--- src/hw/pdmc_pkg.sv ---
package pdmc_pkg;

  // Power-down control register on the device side
  localparam logic [31:0] PDC_OFFSET    = 32'hFFFF8614;
  localparam logic [7:0]  PDC_RESET     = 8'h1F;
  localparam int          PDC_STBY_BIT  = 7;
  localparam int          PDC_FLOAT_BIT = 6;
  localparam logic [4:0]  PDC_ONES      = 5'h1F;
  localparam logic        PDC_BIT5      = 1'b0;

  // Controller registers on the CPU side
  localparam logic [7:0]  HOST_WDOG_OFS = 8'h00;
  localparam logic [7:0]  HOST_MASK_OFS = 8'h04;
  localparam logic [7:0]  HOST_CMD_OFS  = 8'h08;
  localparam logic [7:0]  HOST_PDC_OFS  = 8'h0C;
  localparam logic [7:0]  HOST_STAT_OFS = 8'h10;

  // Command and mask register fields
  localparam int CMD_SLEEP_BIT = 0;
  localparam int CMD_IRQ_BIT   = 1;
  localparam int CMD_NMI_BIT   = 2;
  localparam int CMD_DMAE_BIT  = 3;
  localparam int CMD_PRIO_LSB  = 4;
  localparam int MASK_EN_BIT   = 4;

  // Status register fields
  localparam int STAT_IRQ_BIT  = 0;
  localparam int STAT_DMAE_BIT = 1;
  localparam int STAT_NMI_BIT  = 2;

  // Synchroniser length for pin inputs
  localparam int SYNC_STAGES = 3;

  typedef enum logic [1:0] {
    PDMC_RUN,
    PDMC_SLEEP,
    PDMC_STANDBY
  } pdmc_mode_t;

endpackage

--- src/hw/pdmc_if.sv ---
`timescale 1ns/1ps
interface pdmc_if;
  // Register access
  logic [31:0] regAddr;
  logic        regWr;
  logic        regRd;
  logic [7:0]  regWdata;
  logic [7:0]  regRdata;
  // CPU, interrupt and watchdog events
  logic        sleepExec;
  logic        irqReq;
  logic [3:0]  irqPrio;
  logic        irqEnabled;
  logic [3:0]  cpuMask;
  logic        nmiReq;
  logic        dmaAddrErr;
  logic        watchdogRun;
  // Mode and wake reports
  logic        cpuHalt;
  logic        standbyActive;
  logic        porActive;
  logic        excIrq;
  logic        excDma;
  logic        excNmi;

  modport dev (
    input  regAddr, regWr, regRd, regWdata, sleepExec, irqReq, irqPrio,
    input  irqEnabled, cpuMask, nmiReq, dmaAddrErr, watchdogRun,
    output regRdata, cpuHalt, standbyActive, porActive,
    output excIrq, excDma, excNmi
  );

  modport host (
    output regAddr, regWr, regRd, regWdata, sleepExec, irqReq, irqPrio,
    output irqEnabled, cpuMask, nmiReq, dmaAddrErr, watchdogRun,
    input  regRdata, cpuHalt, standbyActive, porActive,
    input  excIrq, excDma, excNmi
  );
endinterface

--- src/hw/pdmc_power_down_ctrl.sv ---
// The plain strobed port is this design's own decision.
`timescale 1ns/1ps
// Function
// - Sleep instruction, standby select 0: sleep
// - Sleep keeps clock and peripherals running
// - Standby select 1: clock, peripherals halt
// - RAM contents kept in sleep, standby
// - Sleep exits: NMI, interrupt, DMA error, reset
// - Accepted interrupt wakes, starts exception
// - Masked or disabled interrupts never wake
// - DMA address error wakes with exception
// - Reset pin low ends sleep
// - Standby exits only by NMI or reset
// - Standby select blocked while watchdog runs
// - Port float blocked while watchdog runs
// - Ports float in standby only if selected
// - Control register 8 bits, resets 1F
// - Bit 5 reads zero, written zero
// - Bits 4..0 read one, written one
module pdmc_power_down_ctrl
  import pdmc_pkg::*;
(
  // Clock and reset
  input  wire logic clk,
  input  wire logic nrst,
  // CPU, interrupt controller and watchdog
  pdmc_if.dev       bus,
  // Pins and chip-level controls
  input  wire logic resetPinN,
  output logic      clockRun,
  output logic      periphRun,
  output logic      portFloat,
  output logic      ramHold
);

  pdmc_mode_t mode;
  pdmc_mode_t next_mode;
  logic       resetPinSync;
  logic       porHit;
  logic       standbySel;
  logic       portFloatSel;
  logic       regHit;
  logic       irqWake;
  logic [7:0] pdcValue;
  logic       next_excIrq;
  logic       next_excDma;
  logic       next_excNmi;

  ////////////////////////////////////////////////////////////////////////////
  // Reset pin

  pdmc_sync3 #(
    .INIT (1'b1)
  ) pdmc_sync3_inst (
    .clk  (clk),
    .nrst (nrst),
    .din  (resetPinN),
    .dout (resetPinSync)
  );

  assign porHit = !resetPinSync;

  ////////////////////////////////////////////////////////////////////////////
  // Control register

  assign regHit = (bus.regAddr == PDC_OFFSET);

  assign pdcValue = {standbySel, portFloatSel, PDC_BIT5, PDC_ONES};

  // Register write and reset to 1F
  always_ff @(posedge clk)
  begin
    if (!nrst || porHit)
    begin
      standbySel   <= PDC_RESET[PDC_STBY_BIT];
      portFloatSel <= PDC_RESET[PDC_FLOAT_BIT];
    end
    else if (bus.regWr && regHit)
    begin
      standbySel   <= bus.regWdata[PDC_STBY_BIT]
                      && (!bus.watchdogRun || standbySel);
      portFloatSel <= bus.regWdata[PDC_FLOAT_BIT]
                      && (!bus.watchdogRun || portFloatSel);
    end
  end

  // Read data valid for one cycle only; unmapped reads give zero
  always_ff @(posedge clk)
  begin
    if (!nrst)
      bus.regRdata <= 8'h00;
    else if (bus.regRd && regHit)
      bus.regRdata <= pdcValue;
    else
      bus.regRdata <= 8'h00;
  end

  ////////////////////////////////////////////////////////////////////////////
  // Mode sequencing

  // Priority above mask and source enabled
  assign irqWake = bus.irqReq && bus.irqEnabled
                   && (bus.irqPrio > bus.cpuMask);

  always_comb
  begin
    next_mode   = mode;
    next_excIrq = 1'b0;
    next_excDma = 1'b0;
    next_excNmi = 1'b0;
    unique case (mode)
      PDMC_RUN:
      begin
        if (bus.sleepExec)
        begin
          if (standbySel)
            next_mode = PDMC_STANDBY;
          else
            next_mode = PDMC_SLEEP;
        end
      end
      PDMC_SLEEP:
      begin
        // NMI first, then DMA error, then interrupt
        if (bus.nmiReq)
        begin
          next_mode   = PDMC_RUN;
          next_excNmi = 1'b1;
        end
        else if (bus.dmaAddrErr)
        begin
          next_mode   = PDMC_RUN;
          next_excDma = 1'b1;
        end
        else if (irqWake)
        begin
          next_mode   = PDMC_RUN;
          next_excIrq = 1'b1;
        end
      end
      PDMC_STANDBY:
      begin
        if (bus.nmiReq)
        begin
          next_mode   = PDMC_RUN;
          next_excNmi = 1'b1;
        end
      end
    endcase
  end

  // Reset pin returns to program execution
  always_ff @(posedge clk)
  begin
    if (!nrst || porHit)
      mode <= PDMC_RUN;
    else
      mode <= next_mode;
  end

  always_ff @(posedge clk)
  begin
    if (!nrst || porHit)
    begin
      bus.excIrq <= 1'b0;
      bus.excDma <= 1'b0;
      bus.excNmi <= 1'b0;
    end
    else
    begin
      bus.excIrq <= next_excIrq;
      bus.excDma <= next_excDma;
      bus.excNmi <= next_excNmi;
    end
  end

  always_ff @(posedge clk)
  begin
    if (!nrst)
      bus.porActive <= 1'b0;
    else
      bus.porActive <= porHit;
  end

  ////////////////////////////////////////////////////////////////////////////
  // Mode outputs, registered from the next mode

  always_ff @(posedge clk)
  begin
    if (!nrst || porHit)
    begin
      bus.cpuHalt       <= 1'b0;
      bus.standbyActive <= 1'b0;
      clockRun          <= 1'b1;
      periphRun         <= 1'b1;
      ramHold           <= 1'b0;
    end
    else
    begin
      // CPU halts in either low-power mode
      bus.cpuHalt       <= (next_mode != PDMC_RUN);
      bus.standbyActive <= (next_mode == PDMC_STANDBY);
      // Clock and peripherals stop in standby only
      clockRun          <= (next_mode != PDMC_STANDBY);
      periphRun         <= (next_mode != PDMC_STANDBY);
      ramHold           <= (next_mode != PDMC_RUN);
    end
  end

  // Float needs the select bit; sleep always holds the pins
  always_ff @(posedge clk)
  begin
    if (!nrst || porHit)
      portFloat <= 1'b0;
    else
      // Float only in standby with select set
      portFloat <= (next_mode == PDMC_STANDBY) && portFloatSel;
  end

endmodule // pdmc_power_down_ctrl

--- src/hw/pdmc_sync3.sv ---
`timescale 1ns/1ps
module pdmc_sync3
  import pdmc_pkg::*;
#(
  parameter logic INIT = 1'b1
) (
  // Clock and reset
  input  wire logic clk,
  input  wire logic nrst,
  // Pin and filtered level
  input  wire logic din,
  output logic      dout
);

  logic [SYNC_STAGES-1:0] stage;

  always_ff @(posedge clk)
  begin
    if (!nrst)
      stage <= {SYNC_STAGES{INIT}};
    else
      stage <= {stage[SYNC_STAGES-2:0], din};
  end

  // Change only once the last two stages agree
  always_ff @(posedge clk)
  begin
    if (!nrst)
      dout <= INIT;
    else if (stage[SYNC_STAGES-1] == stage[SYNC_STAGES-2])
      dout <= stage[SYNC_STAGES-1];
  end

endmodule // pdmc_sync3

--- src/flat_wrapper.sv ---
// flat-port wrapper written by rule: the top's interface ports become plain ports
module pdmc_power_down_ctrl_flat import pdmc_pkg::*;
  (clk, nrst, resetPinN, clockRun, periphRun, portFloat, ramHold, bus_regAddr, bus_regWr, bus_regRd, bus_regWdata, bus_sleepExec, bus_irqReq, bus_irqPrio, bus_irqEnabled, bus_cpuMask, bus_nmiReq, bus_dmaAddrErr, bus_watchdogRun, bus_regRdata, bus_cpuHalt, bus_standbyActive, bus_porActive, bus_excIrq, bus_excDma, bus_excNmi);
  pdmc_if bus_i ();
  input  wire logic clk;
  input  wire logic nrst;
  input  wire logic resetPinN;
  output logic clockRun;
  output logic periphRun;
  output logic portFloat;
  output logic ramHold;
  input wire logic [$bits(bus_i.regAddr)-1:0] bus_regAddr;
  input wire logic [$bits(bus_i.regWr)-1:0] bus_regWr;
  input wire logic [$bits(bus_i.regRd)-1:0] bus_regRd;
  input wire logic [$bits(bus_i.regWdata)-1:0] bus_regWdata;
  input wire logic [$bits(bus_i.sleepExec)-1:0] bus_sleepExec;
  input wire logic [$bits(bus_i.irqReq)-1:0] bus_irqReq;
  input wire logic [$bits(bus_i.irqPrio)-1:0] bus_irqPrio;
  input wire logic [$bits(bus_i.irqEnabled)-1:0] bus_irqEnabled;
  input wire logic [$bits(bus_i.cpuMask)-1:0] bus_cpuMask;
  input wire logic [$bits(bus_i.nmiReq)-1:0] bus_nmiReq;
  input wire logic [$bits(bus_i.dmaAddrErr)-1:0] bus_dmaAddrErr;
  input wire logic [$bits(bus_i.watchdogRun)-1:0] bus_watchdogRun;
  output wire logic [$bits(bus_i.regRdata)-1:0] bus_regRdata;
  output wire logic [$bits(bus_i.cpuHalt)-1:0] bus_cpuHalt;
  output wire logic [$bits(bus_i.standbyActive)-1:0] bus_standbyActive;
  output wire logic [$bits(bus_i.porActive)-1:0] bus_porActive;
  output wire logic [$bits(bus_i.excIrq)-1:0] bus_excIrq;
  output wire logic [$bits(bus_i.excDma)-1:0] bus_excDma;
  output wire logic [$bits(bus_i.excNmi)-1:0] bus_excNmi;
  assign bus_i.regAddr = bus_regAddr;
  assign bus_i.regWr = bus_regWr;
  assign bus_i.regRd = bus_regRd;
  assign bus_i.regWdata = bus_regWdata;
  assign bus_i.sleepExec = bus_sleepExec;
  assign bus_i.irqReq = bus_irqReq;
  assign bus_i.irqPrio = bus_irqPrio;
  assign bus_i.irqEnabled = bus_irqEnabled;
  assign bus_i.cpuMask = bus_cpuMask;
  assign bus_i.nmiReq = bus_nmiReq;
  assign bus_i.dmaAddrErr = bus_dmaAddrErr;
  assign bus_i.watchdogRun = bus_watchdogRun;
  assign bus_regRdata = bus_i.regRdata;
  assign bus_cpuHalt = bus_i.cpuHalt;
  assign bus_standbyActive = bus_i.standbyActive;
  assign bus_porActive = bus_i.porActive;
  assign bus_excIrq = bus_i.excIrq;
  assign bus_excDma = bus_i.excDma;
  assign bus_excNmi = bus_i.excNmi;
  pdmc_power_down_ctrl u_core (.clk(clk), .nrst(nrst), .bus(bus_i), .resetPinN(resetPinN), .clockRun(clockRun), .periphRun(periphRun), .portFloat(portFloat), .ramHold(ramHold));
endmodule
--- config.mk ---
export PLATFORM = sky130hd
export DESIGN_NAME = pdmc_power_down_ctrl_flat
export DESIGN_NICKNAME = d
export VERILOG_FILES = /design/src/hw/pdmc_pkg.sv /design/src/hw/pdmc_if.sv /design/src/hw/pdmc_power_down_ctrl.sv /design/src/hw/pdmc_sync3.sv /design/src/flat_wrapper.sv
export SDC_FILE = /design/constraint.sdc
export NUM_CORES = 1
export LEC_CHECK = 0
export ABC_AREA = 0
export BUFFER_PORTS_ARGS = -buffer_cell sky130_fd_sc_hd__buf_2
export CORE_ASPECT_RATIO = 1.4
export CORE_MARGIN = 2
export CORE_UTILIZATION = 40
export DETAILED_ROUTE_END_ITERATION = 8
export GPL_TIMING_DRIVEN = 0
export PLACE_DENSITY = 0.9
export SLEW_MARGIN = 20
export SYNTH_ARGS = -nofsm -noshare
export SYNTH_HDL_FRONTEND = slang
export SYNTH_SLANG_ARGS = --single-unit
--- constraint.sdc ---
create_clock -name clk -period 3.7 [get_ports clk]
set_clock_uncertainty 0.05 [all_clocks]
set_input_delay 0.37 -clock clk [delete_from_list [all_inputs] [get_ports clk]]
set_output_delay 0.37 -clock clk [all_outputs]
set_load 0.01 [all_outputs]
; ---- After elaboration in Yosys (flattened, before gate mapping)
; Index checks and enable logic that the tools add are counted.
[totals]
reg_bits = 24
input_bits = 59
out_inout_bits = 18
elab_cells = 55
[classes]
order_cmp = 1
n_eq_ne = 6
n_mux = 11
bitwise_logic = 2
reduce_logical = 20
[ops]
columns = cell, n
row1 = == test 32 bit (second input constant), 1
row2 = two-way mux 2 bit, 6
row3 = logical AND 1 bit, 7
row4 = case mux 2 bit (3 select lines), 1
row5 = two-way mux 5 bit, 1
row6 = == test 2 bit (second input constant), 2
row7 = > comparator 4 bit, 1
row8 = OR reduction 2 bit, 2
row9 = OR reduction 4 bit, 1
row10 = logical NOT 1 bit, 3
row11 = logical OR 1 bit, 3
row12 = two-way mux 1 bit, 3
row13 = OR reduction 3 bit, 1
row14 = == test 2 x 1 -> 1 bit (second input constant), 1
row15 = logical NOT 2 bit, 1
row16 = inequality test 2 bit (second input constant), 1
row17 = inverter 1 bit, 2
row18 = AND reduction 2 bit, 1
row19 = nonzero test 2 bit, 1
row20 = == test 1 bit, 1

; ---- Logic depth before layout (Yosys ltp)
; Gate-level depths: netlist (run 1).
[logic_depth]
ltp_word = 8
depth_mapped = 7
depth_no_buf = 7

; ---- Cells and area by module
; From an unflattened synthesis (run 1), not the netlist that was laid out.
[unflattened]
cells_unflattened = 95
hier_area_um2 = 920.9
[by_module_without_submodules]
columns = module, instances, cells_each, area_per_inst_um2, seq_area_each_um2
row1 = pdmc_power_down_ctrl, 1, 85, 808.3, 300.3
row2 = pdmc_sync3, 1, 10, 112.6, 80.1

; ---- Worst setup path before layout (run 1)
; OpenSTA, ideal clock, no wires.
[synth_path]
path_type = register to register
from = register u_core.mode[0]
to = register u_core.clockRun
setup_ps = 117
arrival_time_ps = 1877
required_time_ps = 3533
setup_slack_ps = 1656
stages_incl_launch_ff = 8
path_buffers = 0
period_less_slack_ps = 2044
cell_sequence = dfxtp_1 -> inv_1 -> ha_1 -> or4b_4 -> a31oi_1 -> a21oi_1 -> a311o_1 -> nand2b_1
[synth_between]
elab_chain_len = 5
word_cells_on_any_way = 10
cone_classes = eq/ne (3) / mux (6) / reduce/logical (1)
[synth_lines]
columns = item, line_no
row1 = from (decl), pdmc_power_down_ctrl.sv:36  ; pdmc_mode_t mode;
row2 = from (signal assigned), pdmc_power_down_ctrl.sv:158  ; mode <= next_mode;
row3 = two-way mux 2 bit, pdmc_power_down_ctrl.sv:135  ; else if (irqWake)
row4 = two-way mux 2 bit, pdmc_power_down_ctrl.sv:130  ; else if (bus.dmaAddrErr)
row5 = two-way mux 2 bit, pdmc_power_down_ctrl.sv:125  ; if (bus.nmiReq)
row6 = case mux 2 bit (3 select lines) (*), pdmc_power_down_ctrl.sv:111  ; unique case (mode)
row7 = inequality test 2 bit (*), pdmc_power_down_ctrl.sv:204  ; clockRun <= (next_mode != PDMC_STANDBY);
row8 = to (signal assigned), pdmc_power_down_ctrl.sv:204
row9 = to (decl), pdmc_power_down_ctrl.sv:30  ; output logic clockRun,
; Mark *: on every way between the ends. The rest lies on a longest branch, timed or not.
; A chain may end at the register's enable or synchronous reset.

; ---- Final worst setup path (run 1)
; Same ends and word-level chain as after synthesis.

==> metrics.json, run 1 <==
{
  "synth-seq-area-share_pct": 41.8,
  "post_synthesis_share_of_cell_area_spent_on_xor_and_xnor_gates_pct": 0,
  "synth_top_family_by_area": "simple AND/OR/NAND/NOR gates",
  "vdd.ir_drop.worst_uv": 189,
  "synth.ff_latch_count": 19,
  "grt_antenna_before_repair": 0,
  "syn2layout_area_growth_pct": 44.0,
  "floorplan.die.height_um": 60.4,
  "crit_path_end_kind": "flip-flop",
  "cts.repair.resized": 0,
  "number_of_enable_flip_flop_cells_after_synthesis": 0,
  "setup_tns_ps": 0,
  "synth-async-reset-ratio_pct": 0,
  "stdcell_count": 192,
  "setup_violations": 0,
  "dp_cells": 188,
  "vias": 977,
  "final.period_utilization_pct": 60.9,
  "postRouteWirelength_um": 2060,
  "cap_viol_max_count": 0,
  "htree_num_levels": 1,
  "yosys_most_used_dff": "dfxtp_1",
  "placementRows": 20,
  "routedWlPerCell_um": 10.7,
  "portBuffers": 69,
  "max-clock-path-buffers": 2,
  "rsz0062_at_grt": "no",
  "number_of_distinct_library_cells_after_synthesis": 32,
  "grt_util_all_layers_pct": 16.3,
  "worst_setup_path_startpoint": "u_core.mode[0]",
  "timing.setup.critical_path_class": "flip-flop to flip-flop",
  "viasPerCell": 5.09,
  "cts_made_buffers": 3,
  "dr.first_iter.drc_count": 11,
  "synth.mux.area_fraction_pct": 0,
  "grt_max_degree": 12,
  "timing.final.hold_violations": 0,
  "synth_fp_nets": 162,
  "synth_simple_gate_area_share_pct": 26.7,
  "drtAntennaViolNets": 0,
  "hold_path.class": "input pin to flip-flop",
  "p_leak_uw": 0.000698,
  "synth.yosys.warnings": 0,
  "hold_ws_ps": 199,
  "ctsHoldBuffers": 0,
  "final.min_clock_period_ps": 2250,
  "grt_pass1_vias": 883,
  "regToRegStartpoint": "u_core.mode[0]",
  "worstSkewPairLatency_ps": 300,
  "critPathLaunchType": "flip-flop",
  "timing.critical_path.slowest_cell_delay_ps": 510,
  "num_antenna_cells": 0,
  "min-delay-start": "resetPinN",
  "synthAdderAreaFrac_pct": 8.25,
  "die_x_um": 44.3,
  "clock_sink_count": 19,
  "clock_tree_from_tritoncts": "yes",
  "outcome": "finished clean",
  "slew_violations": 0,
  "detail_route.first_pass.iterations": 4,
  "start_util_pct": 42.3,
  "timing.critical_path.fanout_max": 5,
  "worst_ep_arrival_time_ps": 2390,
  "largest_delay_contributor_family_on_the_critical_path": "simple AND/OR/NAND/NOR gates",
  "critPathSlowestCell": "or4b_4",
  "netlist_instances": 97,
  "cts_setup_buffers": 0,
  "area_of_the_die_mm2": 0.00268,
  "cp_num_buf_inv": 1,
  "postSynthAreaPerCell_um2": 9.38,
  "design.core.area_mm2": 0.00215,
  "first_pass_grt_wire_length_um": 3200,
  "pwr_density_cell_mw_per_mm2": 284,
  "place.detailed.hpwl_um": 1840,
  "clk_transition_reported_paths_ps": 110,
  "total_power_draw_uw": 372,
  "final_nets": 236,
  "drt_drc_violations_left": 0,
  "mostFrequentLayoutCells": "69 x buf_2, 19 x dfxtp_1, 9 x inv_1",
  "cts_root_buffer": "clkbuf_4",
  "layout_commonest_cell": "buf_2",
  "overflow": 0,
  "post_route_cells_drive_above_1_share_pct": 48.2,
  "timing.critical_path.cells": "inv_1 > ha_1 > or4b_4 > a31oi_1 > a21oi_1 > a311o_1 > nand2b_1",
  "area_fraction_in_compound_gates_after_synthesis_pct": 13.3,
  "syn_area_um2": 910,
  "worst_ep_required_time_ps": 3840,
  "place_congestion": 0.811,
  "floorplan.io_pins": 77,
  "achievable-frequency_ghz": 0.444
}
synth_stat cells, types with 2 or more instances:
cell	count	area, um^2
inv_1	9	33.8
nor2_1	4	15.0
o21ai_1	2	10.0
nand2_1	3	11.3
nor4bb_1	2	20.0
a31oi_1	2	12.5
nand2b_1	4	25.0
dfxtp_1	19	380
buf_4	7	52.6
and3_1	3	18.8
o221a_1	2	22.5
a21oi_1	4	20.0
o21ai_0	2	10.0
and2_1	3	18.8
nor2b_1	4	25.0
ha_1	6	75.1
nand4_1	6	37.5
cell families after synthesis:
logic type / after synthesis
buf+inv: 16
flops: 19
other cells: 1
fa+ha+maj: 6
compound gates: 17
simple gates: 38
per-layer routing:
layer / vias up / GRT usage (%) / share of wire (%)
met1: 422 / 14.5 / 33
met4: 0 / 9.09 / 1.5
met5: - / 0 / 0
met3: 4 / 2.98 / 11
li1: 485 / - / -
met2: 66 / 32.8 / 54
where the power goes:
part	internal, uW	total (uW)	switching, uW
logic	34.8	61.2	26.4
clock network	40.3	101	60.6
registers	208	210	1.53
cell type report:
cell class,count,area (um^2)
tap,22,27.5
inverter,9,33.8
fill,189,842
clock inverter,1,5.00
buffer,7,52.6
clock buffer,3,22.5
sequential,19,380
multi-input combinational,62,443
timing repair buffer,69,345
stage by stage:
stage	worst slack (ps)	util, %	area [um^2]
floorplan	1660	-	910
global placement	1560	59.6	1280
detailed placement	1490	59.6	1280
CTS	1450	60.9	1310
global route	1350	60.9	1310
finish	1450	60.9	1310
registers in the layout (all words and copies together) (netlist names):
| name | count |
|---|---|
| u_core.mode | 2 |
| u_core.standbySel | 1 |
| u_core.pdmc_sync3_inst.stage | 3 |
| u_core.bus.excDma | 1 |
| u_core.bus.regRdata | 3 |
| u_core.bus.cpuHalt | 1 |
| u_core.portFloat | 1 |
| u_core.pdmc_sync3_inst.dout | 1 |
| u_core.clockRun | 1 |
| u_core.bus.excNmi | 1 |
| u_core.portFloatSel | 1 |
| u_core.bus.standbyActive | 1 |
| u_core.bus.excIrq | 1 |
| u_core.bus.porActive | 1 |
final timing paths:
| check | endpoint | slack [ps] | cells after the start |
|---|---|---|---|
| min reg2reg | u_core.pdmc_sync3_inst.stage[1] | 370 | 1 |
| min | u_core.pdmc_sync3_inst.stage[0] | 200 | 2 |
| max | u_core.clockRun | 1450 | 7 |
| max reg2reg | u_core.clockRun | 1450 | 7 |
No activity file was read; power rests on OpenSTA's default activity.
==> run 2, diff against run 1 <==
--- a/config.mk
+++ b/config.mk
@@ -9,10 +9,10 @@
 export BUFFER_PORTS_ARGS = -buffer_cell sky130_fd_sc_hd__buf_2
 export CORE_ASPECT_RATIO = 1.4
 export CORE_MARGIN = 2
-export CORE_UTILIZATION = 40
+export CORE_UTILIZATION = 34
 export DETAILED_ROUTE_END_ITERATION = 8
 export GPL_TIMING_DRIVEN = 0
-export PLACE_DENSITY = 0.9
+export PLACE_DENSITY = 0.82
 export SLEW_MARGIN = 20
 export SYNTH_ARGS = -nofsm -noshare
 export SYNTH_HDL_FRONTEND = slang
==> constraint.sdc (replaced) <==
create_clock -name clk -period 1.98 [get_ports clk]
set_clock_uncertainty 0.05 [all_clocks]
set_input_delay 0.198 -clock clk [delete_from_list [all_inputs] [get_ports clk]]
set_output_delay 0.198 -clock clk [all_outputs]
set_load 0.01 [all_outputs]
==> run 2 against run 1 <==
Compared with the run above: highest routed layer unchanged; die area grew 16%; worst setup slack worse by 1500 ps; non-clock buffer count is 3 higher; largest power group unchanged; sequential power rose by 87%; the flow now finishes with violations (setup timing).
==> metrics.json, run 2 (synthesized netlist as in run 1, its figures left out) <==
{
  "p_leak": {"value": 0.000716, "unit": "uW", "change": "+2.5%"},
  "postRouteWirelength": {"value": 2000, "unit": "um", "change": "-2.7%"},
  "grt_util_all_layers": {"value": 14.1, "unit": "%", "change": "-2.1 points"},
  "grt_pass1_vias": {"value": 895, "change": "+1.4%"},
  "final_nets": {"value": 239, "change": "+1.3%"},
  "cap_viol_max_count": {"value": 0, "change": "unchanged"},
  "area_of_the_die": {"value": 0.00311, "unit": "mm^2", "change": "+16%"},
  "final.period_utilization": {"value": 102, "unit": "%", "change": "+41 points"},
  "timing.critical_path.cells": "inv_2 > ha_4 > or4b_4 > a31oi_4 > a21oi_2 > a311o_1 > nand2b_1",
  "post_route_cells_drive_above_1_share": {"value": 53.2, "unit": "%", "change": "+4.9 points"},
  "outcome": "finished with violations",
  "hold_path.class": "input pin to flip-flop",
  "design.core.area": {"value": 0.00259, "unit": "mm^2", "change": "+20%"},
  "first_pass_grt_wire_length": {"value": 3160, "unit": "um", "change": "-1.3%"},
  "slew_violations": {"value": 0, "change": "unchanged"},
  "crit_path_end_kind": "flip-flop",
  "layout_commonest_cell": "buf_2",
  "timing.setup.critical_path_class": "flip-flop to flip-flop",
  "grt_max_degree": {"value": 12, "change": "unchanged"},
  "detailed_place.area": {"value": 0.00131, "unit": "mm^2", "change": "+2.4%"},
  "clk_transition_reported_paths": {"value": 110, "unit": "ps", "change": "about the same"},
  "setup_violations": {"value": 1, "change": "+1"},
  "htree_num_levels": {"value": 1, "change": "unchanged"},
  "largest_delay_contributor_family_on_the_critical_path": "simple AND/OR/NAND/NOR gates",
  "min_delay_path_depth": {"value": 2, "change": "unchanged"},
  "viasPerCell": {"value": 4.60, "change": "-9.5%"},
  "grt_antenna_before_repair": {"value": 0, "change": "unchanged"},
  "regToRegStartpoint": "u_core.mode[0]",
  "floorplan.io_pins": {"value": 77, "change": "unchanged"},
  "cts_made_buffers": {"value": 3, "change": "unchanged"},
  "max-clock-path-buffers": {"value": 2, "change": "unchanged"},
  "pwr_density_cell": {"value": 511, "unit": "mW/mm^2", "change": "+80%"},
  "drtAntennaViolNets": {"value": 0, "change": "unchanged"},
  "final.min_clock_period": {"value": 2020, "unit": "ps", "change": "-228 ps"},
  "cp_num_buf_inv": {"value": 1, "change": "unchanged"},
  "reg2reg_setup_slack": {"value": -40, "unit": "ps", "change": "-1490 ps"},
  "drt_drc_violations_left": {"value": 0, "change": "unchanged"},
  "routedWlPerCell": {"value": 9.58, "unit": "um", "change": "-11%"},
  "r2r_cells": {"value": 7, "change": "unchanged"},
  "worstSkewPairLatency": {"value": 300, "unit": "ps", "change": "about the same"},
  "critPathSlowestCell": "or4b_4",
  "worst_ep_arrival_time": {"value": 2170, "unit": "ps", "change": "-220 ps"},
  "die_x": {"value": 47.7, "unit": "um", "change": "+7.7%"},
  "placementRows": {"value": 22, "change": "+10%"},
  "dr.first_iter.drc_count": {"value": 6, "change": "-5"},
  "critPathLaunchType": "flip-flop",
  "vdd.ir_drop.worst": {"value": 308, "unit": "uV", "change": "+63%"},
  "timing.critical_path.slowest_cell_delay": {"value": 540, "unit": "ps", "change": "+30 ps"},
  "detail_route.first_pass.iterations": {"value": 2, "change": "-2"},
  "worst_ep_required_time": {"value": 2130, "unit": "ps", "change": "-1710 ps"},
  "total_power_draw": {"value": 708, "unit": "uW", "change": "+91%"},
  "timing.final.hold_violations": {"value": 0, "change": "unchanged"},
  "place_congestion": {"value": 0.746, "change": "-8.0%"},
  "failing_checks": "setup timing",
  "floorplan.die.height": {"value": 65.2, "unit": "um", "change": "+7.9%"},
  "min-delay-start": "resetPinN",
  "syn2layout_area_growth_pct": 52.4,
  "ctsHoldBuffers": {"value": 0, "change": "unchanged"},
  "hold-path-endpoint": "u_core.pdmc_sync3_inst.stage[0]",
  "num_antenna_cells": {"value": 0, "change": "unchanged"},
  "portBuffers": {"value": 69, "change": "unchanged"},
  "mostFrequentLayoutCells": "69 x buf_2, 17 x dfxtp_1, 10 x buf_4",
  "cts_root_buffer": "clkbuf_4",
  "start_util": {"value": 35.2, "unit": "%", "change": "-7.1 points"},
  "final_critical_path_setup_slack": {"value": -43.3, "unit": "ps", "change": "-1490 ps"},
  "vias": {"value": 962, "change": "-1.5%"},
  "clock_tree_from_tritoncts": "yes",
  "timing.critical_path.fanout_max": {"value": 5, "change": "unchanged"},
  "clock_sink_count": {"value": 19, "change": "unchanged"},
  "rsz0062_at_grt": "yes",
  "overflow": {"value": 0, "change": "unchanged"},
  "rr_endpoint": "u_core.clockRun",
  "achievable-frequency": {"value": 0.494, "unit": "GHz", "change": "+11%"},
  "postLayoutCellArea": {"value": 0.00139, "unit": "mm^2", "change": "+5.8%"},
  "layout_top_registers": "u_core.bus.regRdata x3, u_core.pdmc_sync3_inst.stage x3, u_core.mode x2"
}
## run 2: metrics by stage
stage | setup slack (ps) | util (%) | hold slack (ps) | std cells | TNS (ps)
6_report | -43.3 | 53.6 | 30.5 | 209 | -43.3
5_1_grt | -105 | 53.6 | 15.7 | 209 | -163
4_1_cts | -37.6 | 53.6 | 24.5 | 209 | -37.6
3_5_place_dp | -121 | 50.8 | 343 | 202 | -219
3_3_place_gp | -114 | 50.8 | 330 | 202 | -156
2_1_floorplan | 6.83 | - | 221 | 97 | 0
## run 2: report_power, final
part           internal, uW  switching (uW)  total, uW
Sequential              389            3.02        392
Combinational          71.5            52.0        123
Clock                  75.3             118        193
Total                   536             173        708
## run 2: how the worst max path moves through the flow
stage | start | endpoint | slack, ps | depth (start not counted)
2_1_floorplan | u_core.mode[0] | u_core.clockRun | 7 | 7
3_3_place_gp | u_core.mode[0] | u_core.clockRun | -110 | 7
3_5_place_dp | u_core.mode[0] | u_core.clockRun | -120 | 7
4_1_cts | u_core.mode[0] | u_core.clockRun | -40 | 7
5_1_grt | u_core.mode[0] | u_core.clockRun | -110 | 7
6_report | u_core.mode[0] | u_core.clockRun | -40 | 7
## run 2: area by class of cell
| cell class | instances | area [um^2] |
|---|---|---|
| Fill cell | 272 | 1200 |
| Multi-Input combinational cell | 62 | 477 |
| Sequential cell | 19 | 383 |
| Timing Repair Buffer | 72 | 368 |
| Buffer | 7 | 52.6 |
| Tap cell | 36 | 45.0 |
| Inverter | 9 | 33.8 |
| Clock buffer | 3 | 22.5 |
| Clock inverter | 1 | 5.00 |
## run 2: timing repair
action / CTS / global route
setup endpoints to repair: 5 / 4
setup buffers: 3 / 0
pin swaps: 3 / 0
resized for setup: 5 / 0
## run 2: per-layer routing
metal  GRT usage [%]  share of wire, %
met2            27.0                52
met4            8.11               2.2
met1            12.6                37
met3            1.92               9.2
met5               0                 0
==> run 3, diff against run 2 <==
--- a/config.mk
+++ b/config.mk
@@ -7,12 +7,13 @@
 export LEC_CHECK = 0
 export ABC_AREA = 0
 export BUFFER_PORTS_ARGS = -buffer_cell sky130_fd_sc_hd__buf_2
+export CAP_MARGIN = 30
 export CORE_ASPECT_RATIO = 1.4
 export CORE_MARGIN = 2
 export CORE_UTILIZATION = 34
 export DETAILED_ROUTE_END_ITERATION = 8
 export GPL_TIMING_DRIVEN = 0
-export PLACE_DENSITY = 0.82
+export PLACE_DENSITY = 0.75
 export SLEW_MARGIN = 20
 export SYNTH_ARGS = -nofsm -noshare
 export SYNTH_HDL_FRONTEND = slang
==> run 3 against run 2 <==
Compared with the run above: the flow still finishes with violations (setup timing); design area up 1.9%; cell count increased by 1.4%; total power increased by 1.2%; critical path depth is the same; count of clock-buffer cells in the layout rose by 1; register-to-register slack lost 30 ps; flip-flop and latch count unchanged; global-route usage up 2.3 points; sequential share of layout area is 0.51 points lower; first-iteration DRC count up 100%; largest cell class unchanged; largest power group unchanged; highest routed layer unchanged.
==> metrics.json, run 3 (synthesized netlist as in run 1, its figures left out) <==
{
  "final_nets": {"value": 242, "change": "+1.3%"},
  "critPathLaunchType": "flip-flop",
  "rsz0062_at_grt": "yes",
  "final.period_utilization": {"value": 104, "unit": "%", "change": "+1.4 points"},
  "drt_drc_violations_left": {"value": 0, "change": "unchanged"},
  "first_pass_grt_wire_length": {"value": 3680, "unit": "um", "change": "+16%"},
  "ctsHoldBuffers": {"value": 0, "change": "unchanged"},
  "worst_setup_path_startpoint": "u_core.mode[0]",
  "regToRegStartpoint": "u_core.mode[0]",
  "setup_violations": {"value": 4, "change": "+3"},
  "place_congestion": {"value": 0.747, "change": "about the same"},
  "cell_internal_pwr": {"value": 543, "unit": "uW", "change": "+1.3%"},
  "layout_commonest_cell": "buf_2",
  "timing.critical_path.cells": "inv_2 > ha_4 > or4b_4 > a31oi_4 > a21oi_2 > a311o_1 > nand2b_1",
  "vdd.ir_drop.worst": {"value": 248, "unit": "uV", "change": "-19%"},
  "post-route-util": {"value": 54.6, "unit": "%", "change": "+1.0 points"},
  "outcome": "finished with violations",
  "cap_viol_max_count": {"value": 0, "change": "unchanged"},
  "timing.final.hold_violations": {"value": 0, "change": "unchanged"},
  "power_switching": {"value": 174, "unit": "uW", "change": "+0.96%"},
  "clock_tree_from_tritoncts": "yes",
  "final_critical_path_setup_slack": {"value": -71.4, "unit": "ps", "change": "-28.1 ps"},
  "floorplan.io_pins": {"value": 77, "change": "unchanged"},
  "proportion_of_total_power_due_to_net_switching": {"value": 24.3, "unit": "%", "change": "-0.056 points"},
  "mostFrequentLayoutCells": "69 x buf_2, 17 x dfxtp_1, 13 x buf_4",
  "layout_top_registers": "u_core.bus.regRdata x3, u_core.pdmc_sync3_inst.stage x3, u_core.mode x2",
  "final.min_clock_period": {"value": 2050, "unit": "ps", "change": "+28.1 ps"},
  "num_antenna_cells": {"value": 0, "change": "unchanged"},
  "crit_path_end_kind": "flip-flop",
  "combinationalPowerShare": {"value": 18.6, "unit": "%", "change": "+1.2 points"},
  "postRouteWirelength": {"value": 2400, "unit": "um", "change": "+20%"},
  "area_of_the_die": {"value": 0.00311, "unit": "mm^2", "change": "unchanged"},
  "portBuffers": {"value": 69, "change": "unchanged"},
  "htree_num_levels": {"value": 1, "change": "unchanged"},
  "slew_violations": {"value": 0, "change": "unchanged"},
  "grt_antenna_before_repair": {"value": 0, "change": "unchanged"},
  "grt_max_degree": {"value": 11, "change": "-1"},
  "power.sequential.fraction": {"value": 54.7, "unit": "%", "change": "-0.6 points"},
  "cts_made_buffers": {"value": 3, "change": "unchanged"},
  "pwr_density_cell": {"value": 508, "unit": "mW/mm^2", "change": "-0.68%"},
  "syn2layout_area_growth_pct": 55.3,
  "critPathSlowestCell": "or4b_4",
  "max-clock-path-buffers": {"value": 2, "change": "unchanged"},
  "timing.setup.critical_path_class": "flip-flop to flip-flop",
  "detailed_place.area": {"value": 0.00131, "unit": "mm^2", "change": "unchanged"},
  "grt_pass1_vias": {"value": 1051, "change": "+17%"},
  "p_leak": {"value": 0.000728, "unit": "uW", "change": "+1.7%"},
  "routedWlPerCell": {"value": 11.3, "unit": "um", "change": "+18%"},
  "failing_checks": "setup timing",
  "floorplan.die.height": {"value": 65.2, "unit": "um", "change": "unchanged"},
  "overflow": {"value": 0, "change": "unchanged"},
  "clock_sink_count": {"value": 19, "change": "unchanged"},
  "detail_route.first_pass.iterations": {"value": 4, "change": "+2"},
  "worstSkewPairLatency": {"value": 300, "unit": "ps", "change": "about the same"},
  "worst_ep_required_time": {"value": 2130, "unit": "ps", "change": "about the same"},
  "clk_transition_reported_paths": {"value": 100, "unit": "ps", "change": "about the same"},
  "place.detailed.hpwl_um": 1890,
  "min-delay-start": "resetPinN",
  "dr.first_iter.drc_count": {"value": 12, "change": "+6"},
  "viasPerCell": {"value": 4.86, "change": "+5.7%"},
  "postLayoutCellArea": {"value": 0.00141, "unit": "mm^2", "change": "+1.9%"},
  "vias": {"value": 1031, "change": "+7.2%"},
  "achievable-frequency": {"value": 0.487, "unit": "GHz", "change": "-1.4%"},
  "placement.setup.worst_slack": {"value": -109, "unit": "ps", "change": "+12.3 ps"},
  "hold_path.class": "input pin to flip-flop",
  "placementRows": {"value": 22, "change": "unchanged"},
  "filler_cell_count": {"value": 261, "change": "-4.0%"},
  "post_route_cells_drive_above_1_share": {"value": 54.0, "unit": "%", "change": "+0.80 points"},
  "worst_ep_arrival_time": {"value": 2200, "unit": "ps", "change": "+30 ps"},
  "design.core.area": {"value": 0.00259, "unit": "mm^2", "change": "unchanged"},
  "die_x": {"value": 47.7, "unit": "um", "change": "unchanged"},
  "clock_power_share": {"value": 26.7, "unit": "%", "change": "-0.5 points"},
  "start_util": {"value": 35.2, "unit": "%", "change": "unchanged"},
  "timing.critical_path.fanout_max": {"value": 5, "change": "unchanged"},
  "total_power_draw": {"value": 717, "unit": "uW", "change": "+1.2%"},
  "timing.critical_path.slowest_cell_delay": {"value": 560, "unit": "ps", "change": "+20 ps"},
  "drtAntennaViolNets": {"value": 0, "change": "unchanged"},
  "setup_tns": {"value": -195, "unit": "ps", "change": "-152 ps"},
  "grt_util_all_layers": {"value": 16.4, "unit": "%", "change": "+2.3 points"},
  "cts_root_buffer": "clkbuf_4"
}
==> run 3: cell type report <==
type	instances	area, um^2	area share, %
Inverter	9	33.8	2.39
Tap cell	36	45.0	3.19
Clock buffer	4	26.3	1.86
Sequential cell	19	383	27.1
Timing Repair Buffer	75	390	27.6
Buffer	7	52.6	3.72
Multi-Input combinational cell	62	482	34.1
==> run 3: what timing repair did <==
action | 4_1_cts | 5_1_grt
pin swaps | 3 | 3
resized for setup | 5 | 2
setup buffers | 5 | 1
endpoints found under the setup margin | 4 | 6
==> run 3: power groups by stage <==
| stage | Combinational, uW | Clock, uW | Sequential [uW] |
|---|---|---|---|
| after floorplan | 49.2 | 0 | 402 |
| after global routing | 146 | 212 | 393 |
| after detailed placement | 118 | 0 | 401 |
| after CTS | 128 | 199 | 392 |
| after global placement | 111 | 0 | 401 |
| final | 133 | 192 | 392 |
==> run 3: critical path: cells and delay by family, from the launching register on <==
family | cells | cell delay [ps]
simple gates | 2 | 720
compound gates | 3 | 550
flops | 1 | 360
fa+ha+maj | 1 | 210
buf+inv | 1 | 60
==> run 3: worst paths after layout <==
kind	endpoint	slack, ps	depth (start not counted)
hold reg to reg	u_core.pdmc_sync3_inst.stage[1]	370	1
setup / recovery	u_core.clockRun	-70	7
setup reg to reg	u_core.clockRun	-70	7
hold / removal	u_core.pdmc_sync3_inst.stage[0]	30	2
==> run 3: through the flow <==
stage,hold slack (ps),instances
after global routing,35.1,212
after detailed placement,340,202
final,28.4,212
after CTS,27.1,211
after floorplan,221,97
after global placement,332,202
==> run 3: per-layer routing <==
layer	share of wire (%)	vias to the layer above	global-route usage [%]
met4	4.4	0	11.1
met2	53	73	30.8
met1	33	443	13.9
li1	-	501	-
met3	9.6	14	3.02
met5	0	-	0
